File: src/inc/dfa_pkg.sv
// Purpose: shared constants and types of the drive fault annunciator
// Assumes: 20 MHz system clock, one lamp tick per half period of the 2 Hz flash
// Notes:   entry codes are the history and lamp pulse numbering
package dfa_pkg;

  // clock and lamp timing
  localparam int unsigned CLK_HZ   = 20_000_000;
  localparam int unsigned TICK_MS  = 250;                      // half period of 2 Hz
  localparam int unsigned TICK_CYC = CLK_HZ / 1000 * TICK_MS;  // 5,000,000 cycles
  localparam int unsigned PAUSE_MS = 2000;                     // dark gap between bursts
  localparam int unsigned HOLD_MS  = 2000;                     // confirm key hold time
  localparam logic [3:0]  PAUSE_TICKS = 4'(PAUSE_MS / TICK_MS);
  localparam logic [3:0]  HOLD_TICKS  = 4'(HOLD_MS / TICK_MS);
  localparam logic [3:0]  CHECK_TICKS = 4'h4;                  // power-up self check, 1 s
  localparam int unsigned HIST_DEPTH  = 8;
  localparam logic [1:0]  KP_LAST     = 2'h3;                  // newest plus three older

  // history entries; fault entries equal their lamp pulse count
  typedef logic [3:0] entry_t;
  localparam entry_t E_NONE  = 4'h0;
  localparam entry_t E_OVLD  = 4'h1;
  localparam entry_t E_EXT   = 4'h2;
  localparam entry_t E_OVOLT = 4'h3;
  localparam entry_t E_OCUR  = 4'h4;
  localparam entry_t E_OTEMP = 4'h5;
  localparam entry_t E_UVOLT = 4'h6;
  localparam entry_t E_DEFS  = 4'h7;   // defaults_restored_entry

  // serial link codes
  localparam logic [7:0] MB_NONE  = 8'h00;
  localparam logic [7:0] MB_OVLD  = 8'h04;
  localparam logic [7:0] MB_EXT   = 8'h0B;
  localparam logic [7:0] MB_OVOLT = 8'h06;
  localparam logic [7:0] MB_OCUR  = 8'h03;
  localparam logic [7:0] MB_OTEMP = 8'h08;
  localparam logic [7:0] MB_UVOLT = 8'hF0;
  localparam logic [7:0] MB_DEFS  = 8'hF1;

  typedef struct packed {
    logic overload;
    logic external;
    logic overvolt;
    logic overcur;
    logic overtemp;
  } mon_t;

  typedef struct packed {
    logic drive_enable_cmd;
    logic key_ok;
    logic key_up;
    logic key_stop;
  } pins_t;

  typedef struct packed {
    logic run;
    logic state;
    logic fault;
  } lamps_t;

  typedef enum logic [1:0] {BS_ON, BS_OFF, BS_PAUSE} burst_t;

  // entry to serial link code, used for live fault and history
  function automatic logic [7:0] mb_code(input entry_t e);
    case (e)
      E_OVLD:  mb_code = MB_OVLD;
      E_EXT:   mb_code = MB_EXT;
      E_OVOLT: mb_code = MB_OVOLT;
      E_OCUR:  mb_code = MB_OCUR;
      E_OTEMP: mb_code = MB_OTEMP;
      E_UVOLT: mb_code = MB_UVOLT;
      E_DEFS:  mb_code = MB_DEFS;
      default: mb_code = MB_NONE;
    endcase
  endfunction : mb_code

endpackage : dfa_pkg

File: src/verilog/dfa_tick_div.sv
// Purpose: lamp tick divider, one-cycle enable every TICK_CYCLES clocks
// Assumes: TICK_CYCLES of at least 2
// Notes:   simulation may shorten the period through the parameter
`timescale 1ns/1ps
module dfa_tick_div #(
  parameter int unsigned TICK_CYCLES = dfa_pkg::TICK_CYC
) (
  input  wire logic clk_i,
  input  wire logic rst_n_i,
  output logic      tick_o
);
  import dfa_pkg::*;

  localparam int unsigned W = $clog2(TICK_CYCLES);
  localparam logic [W-1:0] LAST = W'(TICK_CYCLES - 1);

  logic [W-1:0] cnt_reg;
  logic         wrap;

  assign wrap   = (cnt_reg == LAST);
  assign tick_o = wrap;

  // free running counter, no clock gating
  always_ff @(posedge clk_i or negedge rst_n_i) begin
    if (!rst_n_i) cnt_reg <= '0;
    else          cnt_reg <= wrap ? '0 : cnt_reg + 1'b1;
  end

endmodule : dfa_tick_div

File: src/verilog/dfa_fault_log.sv
// Purpose: fault history, newest at index zero, older entries shift down
// Assumes: push is a one-cycle pulse
// Notes:   there is no clear input; only power-on reset empties it
`timescale 1ns/1ps
module dfa_fault_log #(
  parameter int unsigned DEPTH = dfa_pkg::HIST_DEPTH
) (
  input  wire logic                     clk_i,
  input  wire logic                     rst_n_i,
  input  wire logic                     push_i,
  input  wire dfa_pkg::entry_t          entry_i,
  input  wire logic [$clog2(DEPTH)-1:0] rd_idx_i,
  input  wire logic [1:0]               kp_idx_i,
  output dfa_pkg::entry_t               rd_data_o,
  output dfa_pkg::entry_t               kp_data_o
);
  import dfa_pkg::*;

  localparam int unsigned IW = $clog2(DEPTH);

  entry_t hist_reg [DEPTH];

  // shift chain; no path clears it, defaults restore included
  for (genvar g = 0; g < DEPTH; g++) begin : g_hist
    always_ff @(posedge clk_i or negedge rst_n_i) begin
      if (!rst_n_i)    hist_reg[g] <= E_NONE;
      else if (push_i) hist_reg[g] <= (g == 0) ? entry_i : hist_reg[(g == 0) ? 0 : g - 1];
    end
  end

  // registered read ports for link and keypad
  always_ff @(posedge clk_i or negedge rst_n_i) begin
    if (!rst_n_i) begin
      rd_data_o <= E_NONE;
      kp_data_o <= E_NONE;
    end else begin
      rd_data_o <= hist_reg[rd_idx_i];
      kp_data_o <= hist_reg[IW'(kp_idx_i)];
    end
  end

endmodule : dfa_fault_log

File: src/verilog/dfa_annunciator.sv
// Purpose: fault supervision, lamp annunciation, reset sources and history
// Assumes: monitor inputs come from logic on clk_i; pins_i are asynchronous
// Notes:   flashing steps only on the 250 ms tick; a change of lamp mode or run state shows on the next clock
`timescale 1ns/1ps
module dfa_annunciator #(
  parameter int unsigned TICK_CYCLES = dfa_pkg::TICK_CYC,
  parameter int unsigned HIST_DEPTH  = dfa_pkg::HIST_DEPTH
) (
  input  wire logic                          clk_i,
  input  wire logic                          rst_n_i,
  input  wire dfa_pkg::mon_t                 mon_i,
  input  wire logic                          undervolt_i,
  input  wire logic                          cpu_fault_i,
  input  wire dfa_pkg::pins_t                pins_i,
  input  wire logic                          bus_reset_i,
  input  wire logic                          defaults_restore_i,
  input  wire logic                          auto_restart_i,
  input  wire logic [$clog2(HIST_DEPTH)-1:0] hist_idx_i,
  output logic                               drive_run_o,
  output logic                               relay_closed_o,
  output dfa_pkg::lamps_t                    lamps_o,
  output dfa_pkg::entry_t                    fault_num_o,
  output logic [7:0]                         fault_mb_o,
  output dfa_pkg::entry_t                    hist_data_o,
  output logic [7:0]                         hist_mb_o,
  output logic                               kp_param_mode_o,
  output logic                               kp_digit_flash_o,
  output logic                               kp_hist_view_o,
  output dfa_pkg::entry_t                    kp_entry_o,
  output logic [2:0]                         kp_dp_o
);
  import dfa_pkg::*;

  // pin synchronisers and edge history
  pins_t  s1_reg;
  pins_t  s2_reg;
  pins_t  prev_reg;
  logic   tick;
  logic   uv_prev_reg;

  // fault state
  entry_t fault_reg;
  entry_t fault_next;
  entry_t mon_entry;
  logic   any_mon;
  logic   new_fault;
  logic   clear_req;
  logic   fault_on;

  // lamp sequencing
  burst_t     st_reg;
  burst_t     st_next;
  entry_t     pulse_reg;
  entry_t     pulse_next;
  logic [3:0] pause_reg;
  logic [3:0] pause_next;
  logic       blink_reg;
  logic [3:0] start_reg;
  logic       start_busy;
  logic       burst_lamp;
  lamps_t     lamps_next;
  logic       run_next;

  // keypad
  logic [3:0] hold_reg;
  logic       param_reg;
  logic       view_reg;
  logic [1:0] kp_idx_reg;

  // history feed
  logic   en_rise;
  logic   stop_rise;
  logic   ok_rise;
  logic   up_rise;
  logic   uv_rise;
  logic   push;
  entry_t push_entry;

  // two flops before any logic sees a pin
  always_ff @(posedge clk_i or negedge rst_n_i) begin
    if (!rst_n_i) begin
      s1_reg   <= '0;
      s2_reg   <= '0;
      prev_reg <= '0;
    end else begin
      s1_reg   <= pins_i;
      s2_reg   <= s1_reg;
      prev_reg <= s2_reg;
    end
  end

  // edges, pins taken on the second flop only; undervoltage taken on its input
  assign en_rise   = s2_reg.drive_enable_cmd & ~prev_reg.drive_enable_cmd;
  assign stop_rise = s2_reg.key_stop & ~prev_reg.key_stop;
  assign ok_rise   = s2_reg.key_ok & ~prev_reg.key_ok;
  assign up_rise   = s2_reg.key_up & ~prev_reg.key_up;
  assign uv_rise   = undervolt_i & ~uv_prev_reg;

  dfa_tick_div #(
    .TICK_CYCLES (TICK_CYCLES)
  ) u_div (
    .clk_i   (clk_i),
    .rst_n_i (rst_n_i),
    .tick_o  (tick)
  );

  // monitor to fault number; lowest number wins a tie
  assign any_mon   = |mon_i;
  assign mon_entry = mon_i.overload ? E_OVLD  :
                     mon_i.external ? E_EXT   :
                     mon_i.overvolt ? E_OVOLT :
                     mon_i.overcur  ? E_OCUR  :
                     mon_i.overtemp ? E_OTEMP : E_NONE;

  // enable toggle, stop key and link clear faults; power cycle is reset
  // auto clear only when restart mode allows it
  assign clear_req = en_rise | stop_rise | bus_reset_i | (auto_restart_i & ~any_mon);
  assign new_fault = any_mon & (fault_reg == E_NONE);
  assign fault_on  = (fault_reg != E_NONE);

  // a live monitor blocks the clear, so a set in the clear cycle wins
  assign fault_next = new_fault              ? mon_entry :
                      (clear_req & ~any_mon) ? E_NONE    :
                      fault_reg;

  always_ff @(posedge clk_i or negedge rst_n_i) begin
    if (!rst_n_i) fault_reg <= E_NONE;
    else          fault_reg <= fault_next;
  end

  // 2 Hz flash base, toggles every 250 ms tick
  always_ff @(posedge clk_i or negedge rst_n_i) begin
    if (!rst_n_i)  blink_reg <= 1'b1;
    else if (tick) blink_reg <= ~blink_reg;
  end

  // power-up or mains return check, restarted by undervoltage
  assign start_busy = (start_reg < CHECK_TICKS);

  always_ff @(posedge clk_i or negedge rst_n_i) begin
    if (!rst_n_i)                start_reg <= '0;
    else if (undervolt_i)        start_reg <= '0;
    else if (tick && start_busy) start_reg <= start_reg + 4'h1;
  end

  // burst sequencer: N on/off pairs, then eight dark ticks
  always_comb begin
    st_next    = st_reg;
    pulse_next = pulse_reg;
    pause_next = pause_reg;
    if (!fault_on) begin
      st_next    = BS_ON;
      pulse_next = E_OVLD;
      pause_next = '0;
    end else if (tick) begin
      case (st_reg)
        BS_ON: begin
          st_next = BS_OFF;
        end
        BS_OFF: begin
          if (pulse_reg >= fault_reg) begin // count equals fault number
            st_next    = BS_PAUSE;
            pause_next = '0;
          end else begin
            st_next    = BS_ON;
            pulse_next = pulse_reg + 4'h1;
          end
        end
        BS_PAUSE: begin
          if (pause_reg == PAUSE_TICKS - 4'h1) begin
            st_next    = BS_ON;
            pulse_next = E_OVLD;
          end else begin
            pause_next = pause_reg + 4'h1;
          end
        end
        default: begin
          st_next = BS_ON;
        end
      endcase
    end
  end

  always_ff @(posedge clk_i or negedge rst_n_i) begin
    if (!rst_n_i) begin
      st_reg    <= BS_ON;
      pulse_reg <= E_OVLD;
      pause_reg <= '0;
    end else begin
      st_reg    <= st_next;
      pulse_reg <= pulse_next;
      pause_reg <= pause_next;
    end
  end

  assign burst_lamp = fault_on & (st_reg == BS_ON);

  // level enable is enough, no fresh edge needed after a clear
  assign run_next = s2_reg.drive_enable_cmd & ~fault_on & ~undervolt_i
                  & ~cpu_fault_i & ~start_busy;

  // lamp priority: processor, mains, self check, fault, normal
  always_comb begin
    lamps_next = '0;
    if (cpu_fault_i) begin
      lamps_next = '{run: 1'b0, state: 1'b1, fault: 1'b1};
    end else if (undervolt_i || start_busy) begin
      lamps_next = '{run: 1'b0, state: blink_reg, fault: blink_reg};
    end else if (fault_on) begin
      lamps_next = '{run: 1'b0, state: 1'b1, fault: burst_lamp};
    end else begin
      lamps_next = '{run: drive_run_o | blink_reg, state: 1'b0, fault: 1'b0};
    end
  end

  // outputs from flops; relay opens on fault or processor fault
  always_ff @(posedge clk_i or negedge rst_n_i) begin
    if (!rst_n_i) begin
      drive_run_o    <= 1'b0;
      relay_closed_o <= 1'b0;
      lamps_o        <= '0;
      fault_mb_o     <= MB_NONE;
      uv_prev_reg    <= 1'b0;
    end else begin
      drive_run_o    <= run_next;
      relay_closed_o <= ~fault_on & ~cpu_fault_i;
      lamps_o        <= lamps_next;
      fault_mb_o     <= mb_code(fault_reg);
      uv_prev_reg    <= undervolt_i;
    end
  end

  assign fault_num_o = fault_reg;

  // history feed; in a clash only one entry is logged: defaults restore, then new fault, then undervoltage
  assign push       = new_fault | uv_rise | defaults_restore_i;
  assign push_entry = defaults_restore_i ? E_DEFS :
                      new_fault          ? mon_entry : E_UVOLT;

  dfa_fault_log #(
    .DEPTH (HIST_DEPTH)
  ) u_log (
    .clk_i     (clk_i),
    .rst_n_i   (rst_n_i),
    .push_i    (push),
    .entry_i   (push_entry),
    .rd_idx_i  (hist_idx_i),
    .kp_idx_i  (kp_idx_reg),
    .rd_data_o (hist_data_o),
    .kp_data_o (kp_entry_o)
  );

  assign hist_mb_o = mb_code(hist_data_o);

  // confirm key hold timer, counted in lamp ticks
  always_ff @(posedge clk_i or negedge rst_n_i) begin
    if (!rst_n_i)                    hold_reg <= '0;
    else if (!s2_reg.key_ok)         hold_reg <= '0;
    else if (tick && !(hold_reg == HOLD_TICKS)) hold_reg <= hold_reg + 4'h1;
  end

  // parameter mode, then history view on a further confirm press
  always_ff @(posedge clk_i or negedge rst_n_i) begin
    if (!rst_n_i) begin
      param_reg  <= 1'b0;
      view_reg   <= 1'b0;
      kp_idx_reg <= '0;
    end else if (stop_rise) begin
      param_reg  <= 1'b0;
      view_reg   <= 1'b0;
      kp_idx_reg <= '0;
    end else if (!param_reg) begin
      param_reg  <= (hold_reg == HOLD_TICKS);
    end else if (!view_reg) begin
      view_reg   <= ok_rise;
      kp_idx_reg <= '0;
    end else if (up_rise && kp_idx_reg != KP_LAST) begin
      kp_idx_reg <= kp_idx_reg + 2'h1;
    end
  end

  // flashing points show age: none, one, two or three
  assign kp_param_mode_o  = param_reg;
  assign kp_hist_view_o   = view_reg;
  assign kp_digit_flash_o = param_reg & ~view_reg & blink_reg;
  assign kp_dp_o = view_reg & blink_reg ? 3'((4'h1 << kp_idx_reg) - 4'h1) : 3'h0;
endmodule : dfa_annunciator

File: config.mk
export PLATFORM = sky130hd
export DESIGN_NAME = dfa_annunciator
export DESIGN_NICKNAME = d
export VERILOG_FILES = /design/src/inc/dfa_pkg.sv /design/src/verilog/dfa_tick_div.sv /design/src/verilog/dfa_fault_log.sv /design/src/verilog/dfa_annunciator.sv
export SDC_FILE = /design/constraint.sdc
export NUM_CORES = 1
export LEC_CHECK = 0
export BUFFER_PORTS_ARGS = -buffer_cell sky130_fd_sc_hd__buf_2
export CORE_ASPECT_RATIO = 0.8
export CORE_MARGIN = 5
export CORE_UTILIZATION = 52
export CTS_CLUSTER_SIZE = 8
export DETAILED_ROUTE_END_ITERATION = 12
export PLACE_DENSITY_LB_ADDON = 0.1
export SYNTH_ARGS = -nofsm -noshare
export SYNTH_HDL_FRONTEND = slang
export SYNTH_SLANG_ARGS = --single-unit
File: constraint.sdc
create_clock -name clk_i -period 2.1 [get_ports clk_i]
set_input_delay 0.105 -clock clk_i [delete_from_list [all_inputs] [get_ports clk_i]]
set_output_delay 0.105 -clock clk_i [all_outputs]
set_load 0.02 [all_outputs]
# Word-level counts from Yosys, hierarchy flattened
# Cells that the tools add are included.
[word_totals] reg_bits=116 input_bits=19 out_inout_bits=39 elab_cells=183
[classes] addsub=7 magnitude_cmp=4 eq_ne=28 shift=1 n_mux=50 n_bitwise=37 reduce_logical=16
[ops] operator="$pmux W8 S7" n=2
[ops] operator="$mux W4" n=18
[ops] operator="$eq A4 B3 Y1 const B" n=9
[ops] operator="$mux W3" n=11
[ops] operator="$bmux W4 S3" n=2
[ops] operator="$add A23 B1 Y23 const B" n=1
[ops] operator="$eq A23 B23 Y1 const B" n=1
[ops] operator="$mux W23" n=1
[ops] operator="$and A1 B1 Y1" n=17
[ops] operator="$add A4 B1 Y4 const B" n=4
[ops] operator="$eq A4 B2 Y1 const B" n=4
[ops] operator="$mux W2" n=8
[ops] operator="$pmux W4 S2" n=2
[ops] operator="$ne A3 B3 Y1 const B" n=4
[ops] operator="$not A1 Y1" n=12
[ops] operator="$eq A4 B1 Y1 const B" n=2
[ops] operator="$ge A4 B4 Y1 const B" n=2
[ops] operator="$reduce_and A4 Y1" n=2
[ops] operator="$ne A3 B1 Y1 const B" n=2
[ops] operator="$or A1 B1 Y1" n=6
[ops] operator="$pmux W2 S3" n=1
[ops] operator="$reduce_bool A2 Y1" n=3
[ops] operator="$mux W1" n=5
[ops] operator="$reduce_or A5 Y1" n=1
[ops] operator="19 further kinds" n=23

# Depth between registers and ports, before layout
# Gate-level depths: netlist of run 1.
[depth] ltp_word=8 ltp_mapped=7

# Hierarchy
# From an unflattened synthesis of run 1, not the netlist that was laid out.
[unflattened] hier_cells=426 hier_area_um2=5281.3
[by_module_without_submodules] module="dfa_annunciator" instances=1 cells_each=225 area_per_inst_um2=2381.0
[by_module_without_submodules] module="dfa_fault_log" instances=1 cells_each=94 area_per_inst_um2=1740.4
[by_module_without_submodules] module="dfa_tick_div" instances=1 cells_each=107 area_per_inst_um2=1159.9

# Least setup slack after synthesis of run 1
# No wires, ideal clock.
[synth_path] path_type="reg2reg" from="register fault_reg[2], in the netlist fault_num_o[2]" to="register pulse_reg[2]" setup_time_ps=136 arrival_time_ps=2043 slack_ps=-79 stages_incl_launch_ff=8 n_path_buf=0 cell_sequence="dfrtp_1 -> inv_1 -> ha_1 -> a211o_1 -> a311oi_1 -> a21oi_1 -> o31ai_1 -> a21oi_1"
[synth_via] elab_chain_cells=3 word_cells_on_any_way=8 cone_classes="order compare (1); eq/ne (4); mux (1); reduce/logical (2)"
[synth_rtl] element="start, declared" line_no="dfa_annunciator.sv:42" text="entry_t fault_reg;"
[synth_rtl] element="start signal, assigned" line_no="dfa_annunciator.sv:128" text="else fault_reg <= fault_next;"
[synth_rtl] element="$ge A4 B4 Y1 or $reduce_bool A4 Y1 (tied branches)" line_no="dfa_annunciator.sv:161, dfa_annunciator.sv:119"
[synth_rtl] element="$ne A3 B3 Y1 (no line) (tied with other cells)"
[synth_rtl] element="$reduce_and A4 Y1 (no line)"
[synth_rtl] element="end signal, assigned" line_no="dfa_annunciator.sv:191" text="pulse_reg <= pulse_next;"
[synth_rtl] element="end, declared" line_no="dfa_annunciator.sv:53" text="entry_t pulse_reg;"
# Parallel ways exist; a longest one is shown, timed or not.
# A chain may end at the register's enable or synchronous reset.

# Worst setup path in the final report of run 1
[layout_path] from="register pulse_reg[0]" to="register pulse_reg[2]"
[layout_via] elab_chain_cells=5 word_cells_on_any_way=8 cone_classes="add/sub (1); order compare (1); eq/ne (1); mux (4); reduce/logical (1)"
[layout_rtl] element="$add A4 B1 Y4" line_no="dfa_annunciator.sv:166" text="pulse_next = pulse_reg + 4'h1;"
[layout_rtl] element="$mux W4" line_no="dfa_annunciator.sv:161" text="if (pulse_reg >= fault_reg) begin"
[layout_rtl] element="$pmux W4 S2" line_no="dfa_annunciator.sv:156" text="case (st_reg)"
[layout_rtl] element="$mux W4" line_no="dfa_annunciator.sv:155" text="end else if (tick) begin"
[layout_rtl] element="$mux W4" line_no="dfa_annunciator.sv:151" text="if (!fault_on) begin"
# Parallel ways exist; a longest one is shown, timed or not. The select of a mux whose other input is x is not followed.

==> impl_metrics.csv, run 1 <==
group,metric,value,unit
flow_run,max_cap_violations,0,
setup_path,crit_buf_inv,1,
pwr,peakVddDrop,0.717,mV
pwr,power_density,959,mW/mm^2
logic_synthesis,synth-seq-cells,102,
timing,slew_headroom,66.2,%
setup_path,max_stage_delay,560,ps
timing,rsz0062_at_grt,"true",
grt,grt_use_total,18.7,%
placed_design,port_buffers,54,
floorplan,dieArea,0.0111,mm^2
placed_design,gp_congestion,0.853,
clock_network,cts_setup_buffers,0,
pwr,pwr-share-comb,22.0,%
timing,fmax,0.495,GHz
routing,wire_per_inst,15.9,um
min_path,hold_depth,3,
cells_and_area,layout-drive-gt1-share,27.4,%
routing,routed_wl,9510,um
setup_path,critPathLaunchType,"flip-flop",
clock_network,clk_latency,340,ps
timing,worst_pin_slew,506,ps
run_status,status,"finished, final reports clean",
routing,via_per_inst,5.51,
floorplan,coreArea,0.00896,mm^2
cells_and_area,largest_reg_flops,24,
setup_path,r2r_setup_slack,80,ps
cells_and_area,synthToLayoutAreaGrowth,18.6,%
setup_path,end_kind,"flip-flop",
clock_network,cts-root-buf,"clkbuf_16",
floorplan,die_h,95.1,um
timing,finalClockSkew,6.47,ps
setup_path,r2r-end,"pulse_reg[2]",
grt,grt_pass1_wl,16000,um
pwr,netSwitchingFraction,29.3,%
cells_and_area,instances_no_fill,600,
grt,overflow,0,
logic_synthesis,yosysSeqAreaShare,54.3,%
cells_and_area,fillers,725,
logic_synthesis,async_flop_share,100,%
logic_synthesis,syn-instance-count,406,
min_path,min_to,"u_log.hist_reg[28]",
logic_synthesis,synth_top_area_share,53.2,%
setup_path,critPathKind,"reg2reg",
pwr,switching_power,1570,uW
floorplan,rows,31,
cells_and_area,multi_input_area,0.00199,mm^2
pwr,p_leak,0.00243,uW
setup_path,cpMostUsedCell,"a21oi_1",
logic_synthesis,synth.avg_cell_area,11.6,um^2
routing,drc,0,
routing,drtPass1Iterations,4,
routing,vias,3304,
setup_path,path_delay_family,"compound AO/OA/AOI/OAI gates",
setup_path,r2r-start,"pulse_reg[0]",
cells_and_area,nets,512,
clock_network,cts_sinks,102,
timing,min_period,2020,ps
clock_network,cts-buffers-inserted,9,
setup_path,cp_slowest_cell,"dfstp_2",
cells_and_area,antenna-diode-count,0,
pwr,p_int,3780,uW
setup_path,ff2ff_path_depth,7,
min_path,min_from,"defaults_restore_i",
setup_path,crit_chain,"inv_1, ha_1, nand2b_1, a311oi_2, a21oi_1, o31ai_1, a21oi_1",
setup_path,arrival,2240,ps
routing,first_iter_violations,289,
floorplan,start_util,52.5,%
grt,grt_pass1_vias,3290,
setup_path,critPathMaxFanout,5,
clock_network,clkTransAtPathRegs,70,ps
clock_network,ctsLongestPathBuffers,2,
pwr,pwr-share-seq,45.4,%
grt,grt_start_max_net_pins,39,
routing,antenna_left,0,
grt,grt_antenna_before_repair,0,
logic_synthesis,yosys_warnings,0,
logic_synthesis,synth_top_cells_by_area,"dfrtp_1, mux2_2, mux4_2, ha_1, nor2_1",
min_path,hp-class,"in2reg",
pwr,power.share.clock,32.6,%
logic_synthesis,synth_edf_count,0,
timing,slew_viol_final,0,
logic_synthesis,synth_top_area_cell,"dfrtp_1",
logic_synthesis,syn-cell-area,0.00470,mm^2
placed_design,placed_cells,577,
floorplan,ioPinCount,58,
clock_network,cts_tree,"built",
timing,timing.final.crit_share,96.1,%
timing,setup_violations,0,
floorplan,fp.dieW,116,um
cells_and_area,ff_latch_area,0.00255,mm^2
logic_synthesis,yosys_most_used_dff,"dfrtp_1",
setup_path,cp.required,2320,ps
logic_synthesis,synth_cell_type_count,51,
clock_network,cts_htree_levels,3,
placed_design,hpwl,6830,um
timing,hold_viol_final,0,
timing,fin_hold_ws,42.0,ps
==> placed cells by master, fill, tap and decap left out, types with 5 or more instances in the layout <==
cell type      count
dfrtp_1          100
o31ai_1            5
inv_1             19
nor2_1            41
and3_1             5
nand3_1           17
nor3_1             7
mux2_2            24
a21oi_1           19
o21ai_0           14
xnor2_1           15
a31oi_1            6
xor2_1             9
ha_1              13
buf_4             19
mux4_2             9
nand2_1           17
nor4_1             5
nand2b_1           5
clkbuf_16          9
dlygate4sd3_1      7
buf_2             53
==> layout make-up <==
class	instances	share of cell area (%)
clock buffers	13	4.85
clock inverters	3	0.897
repair buffers	80	8.93
flip-flops and latches	102	45.8
inverters	19	1.28
multi-input cells	268	35.7
well taps	115	2.58
==> Yosys cell counts, drive strengths merged (2+ instances only) <==
cell    instances
xnor2          15
mux4            9
o21ai          14
buf            12
nor2           41
o31ai           5
mux2           24
or3             4
dfstp           2
nor2b           4
nor4b           2
a41oi           2
and2            4
ha             13
inv            19
a31o            2
a31oi           6
nand2          17
o21a            2
a21oi          19
clkbuf          7
and4            2
nand4           5
dfrtp         100
nor4            6
a211o           2
nand2b          5
xor2            9
nor3            8
nand4b          4
and3            5
nand3          18
nand3b          4
mux2i           3
==> cells by family after synthesis <==
kind of cell	after synthesis	synth area share [%]
AND/OR/NAND/NOR	131	15.0
flip-flops	102	54.3
AO/OA/AOI/OAI	61	8.14
buffers and inverters	38	3.83
multiplexers	36	10.7
XOR/XNOR	24	4.47
adder cells (fa/ha/maj)	13	3.46
other	1	0.0797
==> stage by stage <==
stage | util [%] | TNS, ps | area, um^2 | setup slack [ps] | power [uW]
6_report | 62.3 | 0 | 5580 | 81.2 | 5350
5_1_grt | 62.3 | -10.4 | 5580 | -10.4 | 5630
4_1_cts | 62.2 | 0 | 5570 | 76.5 | 5410
2_1_floorplan | - | 0 | 4720 | 11.3 | 3260
3_3_place_gp | 57.8 | 0 | 5180 | 162 | 3600
3_5_place_dp | 57.8 | 0 | 5180 | 73.8 | 3640
==> routing by layer <==
layer	share of wire, %	vias up	track usage [%]
met2	44	84	27.6
met5	0	-	0
li1	-	1586	-
met4	1.3	0	5.80
met3	5.7	10	4.82
met1	49	1624	27.3
==> repair_timing <==
action / in CTS / in global routing
endpoints found under the setup margin: 0 / 3
gates resized for setup: 0 / 1
hold endpoints to repair: 36 / 0
hold buffers: 7 / 0
==> power by group through the flow <==
stage               Combinational [uW]  Clock [uW]  Sequential (uW)
floorplan                          728           0             2530
global placement                  1150           0             2450
detailed placement                1180           0             2470
CTS                               1190        1790             2430
global route                      1290        1870             2470
finish                            1180        1740             2430
==> how the worst max path moves through the flow <==
| stage | startpoint | end | cells past startpoint |
|---|---|---|---|
| final | pulse_reg[0] | pulse_reg[2] | 7 |
| after global routing | pulse_reg[0] | pulse_reg[2] | 7 |
| after CTS | pulse_reg[0] | pulse_reg[2] | 7 |
| after detailed placement | pulse_reg[0] | pulse_reg[2] | 7 |
| after global placement | pulse_reg[0] | pulse_reg[2] | 7 |
| after floorplan | fault_num_o[2] | pulse_reg[2] | 7 |
==> worst reg2reg max path: stages (launching register included) <==
cell,delay [ps]
dfstp_2,560
inv_1,60
ha_1,260
nand2b_1,160
a311oi_2,410
a21oi_1,150
o31ai_1,220
a21oi_1,90
(Power assumes the default switching activity.)
==> run 2, diff against run 1 <==
Settings changed: CORE_MARGIN 5 to 1.5.
==> impl_metrics.csv, run 2 (synthesis results as in run 1) <==
group,metric,value,unit
run_status,status,"finished, final reports clean",
floorplan,die_h,88.1,um
floorplan,coreArea,0.00863,mm^2
cells_and_area,fillers,706,
timing,hold_viol_final,0,
grt,grt_pass1_vias,3138,
pwr,p_leak,0.00243,uW
pwr,power_density,962,mW/mm^2
cells_and_area,layout-drive-gt1-share,28.3,%
placed_design,hpwl,6250,um
grt,grt_antenna_before_repair,0,
timing,min_period,1990,ps
routing,drtPass1Iterations,4,
placed_design,port_buffers,54,
clock_network,cts_sinks,102,
min_path,hp-class,"in2reg",
pwr,netSwitchingFraction,30.3,%
setup_path,critPathLaunchType,"flip-flop",
routing,first_iter_violations,183,
timing,slew_headroom,64.2,%
routing,via_per_inst,5.56,
placed_design,gp_congestion,0.839,
timing,finalClockSkew,7.94,ps
setup_path,critPathKind,"reg2reg",
clock_network,clk_latency,350,ps
timing,setup_violations,0,
timing,rsz0062_at_grt,"true",
cells_and_area,layout_commonest_cell,"dfrtp_1",
floorplan,ioPinCount,58,
clock_network,ctsLongestPathBuffers,2,
setup_path,cp.required,2320,ps
setup_path,critPathMaxFanout,5,
timing,timing.final.ws_setup,108,ps
grt,grt_use_total,21.4,%
timing,worst_pin_slew,537,ps
pwr,switching_power,1630,uW
floorplan,start_util,54.5,%
pwr,pwr-share-comb,22.8,%
setup_path,end_kind,"flip-flop",
clock_network,cts_tree,"built",
cells_and_area,layout_common_cells,"dfrtp_1, buf_2, nor2_1",
cells_and_area,largest_reg_flops,24,
cells_and_area,synthToLayoutAreaGrowth,19.0,%
timing,slew_viol_final,0,
clock_network,clkTransAtPathRegs,70,ps
routing,routed_wl,9250,um
floorplan,dieArea,0.00963,mm^2
placed_design,place_area,0.00516,mm^2
floorplan,rows,30,
placed_design,pre_cts_slack,96.7,ps
pwr,pwr-share-seq,45.1,%
clock_network,cts-buffers-inserted,9,
routing,wire_per_inst,15.5,um
pwr,power.share.clock,32.2,%
cells_and_area,antenna-diode-count,0,
clock_network,cts-root-buf,"clkbuf_16",
grt,grt_pass1_wl,15600,um
clock_network,cts_htree_levels,3,
pwr,peakVddDrop,0.718,mV
cells_and_area,nets,511,
grt,grt_start_max_net_pins,103,
setup_path,arrival,2210,ps
timing,tns,0,ps
pwr,p_int,3750,uW
timing,fmax,0.502,GHz
routing,antenna_left,0,
routing,vias,3311,
flow_run,max_cap_violations,0,
floorplan,fp.dieW,109,um
timing,timing.final.crit_share,94.9,%
routing,drc,0,
grt,overflow,0,
cells_and_area,stdcell_area,0.00560,mm^2
==> run 2: changes by cell type in the layout (fill, tap and decap cells not counted), sizes merged <==
cell / before / now
inv: 20 / 22
clkbuf: 13 / 10
clkinv: 1 / 2
buf: 73 / 72
==> run 2: worst paths after layout <==
path | slack, ps | to | from | cells past startpoint
max in group asynchronous | 1310 | u_div.cnt_reg[12] | rst_n_i | 3
min | 30 | u_log.hist_reg[28] | defaults_restore_i | 3
min reg2reg | 360 | s2_reg[0] | s1_reg[0] | 0
max reg2reg | 110 | pulse_reg[2] | fault_num_o[2] | 7
min in group asynchronous | 360 | fault_mb_o[3] | rst_n_i | 3
max | 110 | pulse_reg[2] | fault_num_o[2] | 7
==> run 2: power groups by stage <==
stage | clock network (uW) | registers [uW] | logic [uW]
final | 1730 | 2430 | 1230
after global routing | 1870 | 2470 | 1340
after CTS | 1790 | 2420 | 1180
after detailed placement | 0 | 2460 | 1170
after global placement | 0 | 2450 | 1140
after floorplan | 0 | 2530 | 728
==> run 2: worst max-delay path, stage by stage, from the launching register on <==
cell and delay [ps]:
dfrtp_1 380, inv_1 150, ha_4 250, a211o_1 350, a311oi_4 310, a21oi_1 120
o31ai_1 210, a21oi_1 90
==> run 2: what timing repair did <==
action | 4_1_cts | 5_1_grt
hold buffers | 7 | 0
hold endpoints to repair | 106 | 0
gates resized for setup | 0 | 6
setup endpoints to repair | 0 | 4
buffers inserted | 0 | 1
==> run 2: routing by layer <==
| metal | vias to the layer above | wire [um] | track usage, % | share of wire, % |
|---|---|---|---|---|
| met5 | - | 0 | 0 | 0 |
| met4 | 0 | 114 | 6.49 | 1.2 |
| met3 | 14 | 446 | 4.91 | 4.8 |
| met2 | 85 | 4110 | 31.6 | 44 |
| met1 | 1630 | 4570 | 31.8 | 49 |
| li1 | 1582 | - | - | - |
==> run 2: area by class of cell <==
class	instances	area [um^2]	share of cell area, %
well taps	112	140	2.50
multi-input cells	268	2030	36.2
repair buffers	79	490	8.76
flip-flops and latches	102	2560	45.6
clock inverters	6	76.3	1.36
clock buffers	10	239	4.27
inverters	19	71.3	1.27
==> run 2: through the flow <==
stage / instances / util (%) / power, uW / hold WS, ps
6_report: 596 / 64.9 / 5390 / 33.7
5_1_grt: 596 / 64.9 / 5670 / 69.7
4_1_cts: 595 / 64.3 / 5390 / 26.4
3_5_place_dp: 572 / 59.8 / 3630 / 215
3_3_place_gp: 572 / 59.8 / 3590 / 214
2_1_floorplan: 408 / - / 3260 / -191
==> run 3, diff against run 2 <==
Settings changed: CORE_UTILIZATION 52 to 40.
==> impl_metrics.csv, run 3 (synthesis results as in run 1) <==
group,metric,value,unit
pwr,peakVddDrop,0.545,mV
cells_and_area,layout_common_cells,"dfrtp_1, buf_2, nor2_1",
clock_network,cts_setup_buffers,0,
clock_network,clk_latency,350,ps
clock_network,cts-root-buf,"clkbuf_16",
floorplan,ioPinCount,58,
placed_design,pre_cts_slack,123,ps
min_path,hold_depth,3,
setup_path,r2r-end,"pulse_reg[2]",
clock_network,cts_htree_levels,3,
setup_path,critPathMaxFanout,5,
placed_design,gp_congestion,0.803,
setup_path,cp.required,2330,ps
grt,overflow,0,
placed_design,port_buffers,54,
timing,slew_headroom,50.6,%
timing,timing.final.crit_share,95.1,%
setup_path,r2r_setup_slack,100,ps
cells_and_area,stdcell_area,0.00562,mm^2
routing,drtPass1Iterations,4,
floorplan,die_h,100,um
timing,worst_pin_slew,723,ps
timing,setup_violations,0,
routing,via_per_inst,5.13,
cells_and_area,layout-drive-gt1-share,27.8,%
cells_and_area,nets,513,
cells_and_area,multi_input_area,0.00199,mm^2
cells_and_area,instances_no_fill,634,
placed_design,hpwl,6830,um
floorplan,dieArea,0.0124,mm^2
routing,vias,3252,
clock_network,ctsLongestPathBuffers,2,
timing,min_period,2000,ps
placed_design,placed_cells,611,
setup_path,ff2ff_path_depth,7,
setup_path,arrival,2230,ps
clock_network,cts-buffers-inserted,9,
cells_and_area,largest_reg_flops,24,
floorplan,coreArea,0.0115,mm^2
clock_network,cts_sinks,102,
routing,routed_wl,9470,um
placed_design,place_area,0.00526,mm^2
cells_and_area,synthToLayoutAreaGrowth,19.5,%
routing,first_iter_violations,230,
grt,grt_pass1_wl,16200,um
timing,finalClockSkew,7.41,ps
routing,wire_per_inst,14.9,um
floorplan,rows,35,
grt,grt_antenna_before_repair,0,
timing,fmax,0.501,GHz
floorplan,start_util,41.0,%
cells_and_area,layout_commonest_cell,"dfrtp_1",
min_path,min_to,"u_log.hist_reg[28]",
cells_and_area,antenna-diode-count,0,
flow_run,max_cap_violations,0,
run_status,status,"finished, final reports clean",
pwr,power_density,931,mW/mm^2
grt,grt_use_total,16.7,%
pwr,p_leak,0.00244,uW
floorplan,fp.dieW,124,um
timing,slew_viol_final,0,
grt,grt_start_max_net_pins,43,
setup_path,r2r-start,"pulse_reg[0]",
cells_and_area,fillers,1083,
setup_path,critPathKind,"reg2reg",
timing,timing.final.ws_setup,103,ps
min_path,hp-class,"in2reg",
clock_network,clkTransAtPathRegs,70,ps
clock_network,cts_tree,"built",
min_path,min_from,"defaults_restore_i",
routing,antenna_left,0,
setup_path,end_kind,"flip-flop",
setup_path,critPathLaunchType,"flip-flop",
timing,hold_viol_final,0,
timing,tns,0,ps
cells_and_area,ff_latch_area,0.00255,mm^2
grt,grt_pass1_vias,3174,
routing,drc,0,
==> run 3: worst max-delay path: stages (launching register included) <==
cell and delay (ps):
dfstp_2 560, inv_1 60, ha_1 260, nand2b_1 170
a311oi_2 420, a21oi_1 120, o31ai_1 210, a21oi_1 90
==> run 3: final cells by class <==
class                      count  share of cell area (%)
clock buffer                  11                    4.49
clock inverter                 5                   0.712
inverter                      19                    1.27
multi-input combinational    268                    35.4
sequential                   102                    45.4
tap                          148                    3.29
timing repair buffer          81                    9.43
==> run 3: worst max path at each step <==
| stage | startpoint | to | slack [ps] |
|---|---|---|---|
| global route | pulse_reg[0] | pulse_reg[2] | -7 |
| finish | pulse_reg[0] | pulse_reg[2] | 100 |
| floorplan | fault_num_o[2] | pulse_reg[2] | 10 |
| detailed placement | pulse_reg[0] | pulse_reg[2] | 120 |
| CTS | pulse_reg[0] | pulse_reg[2] | 110 |
| global placement | pulse_reg[0] | pulse_reg[2] | 160 |
==> run 3: per-layer routing <==
metal  global-route usage (%)  routed length [um]  vias to the layer above  share of wire (%)
li1                         -                   -                     1593                  -
met1                     24.9                4960                     1589                 52
met2                     23.3                3950                       60                 42
met3                     5.06                 449                       10                4.7
met4                     4.77                 104                        0                1.1
met5                        0                   0                        -                  0
==> run 3: repair_timing <==
action                                  CTS  global route
resized for setup                         0             1
endpoints found under the setup margin    0             2
endpoints found under the hold margin    47             0
hold buffers                              7             0
==> run 3: metrics by stage <==
step | util [%] | power [uW] | hold slack (ps)
floorplan | - | 3260 | -191
global placement | 45.8 | 3620 | 141
detailed placement | 45.8 | 3650 | 143
CTS | 49.0 | 5310 | 27.2
global route | 49.0 | 5540 | 49.4
finish | 49.0 | 5230 | 29.8
==> run 3: where the power goes <==
part           switching [uW]  internal, uW  leakage [uW]  total [uW]
logic                     670           526       0.00106        1200
registers                 185          2240       0.00123        2420
clock network             737           879      0.000146        1620
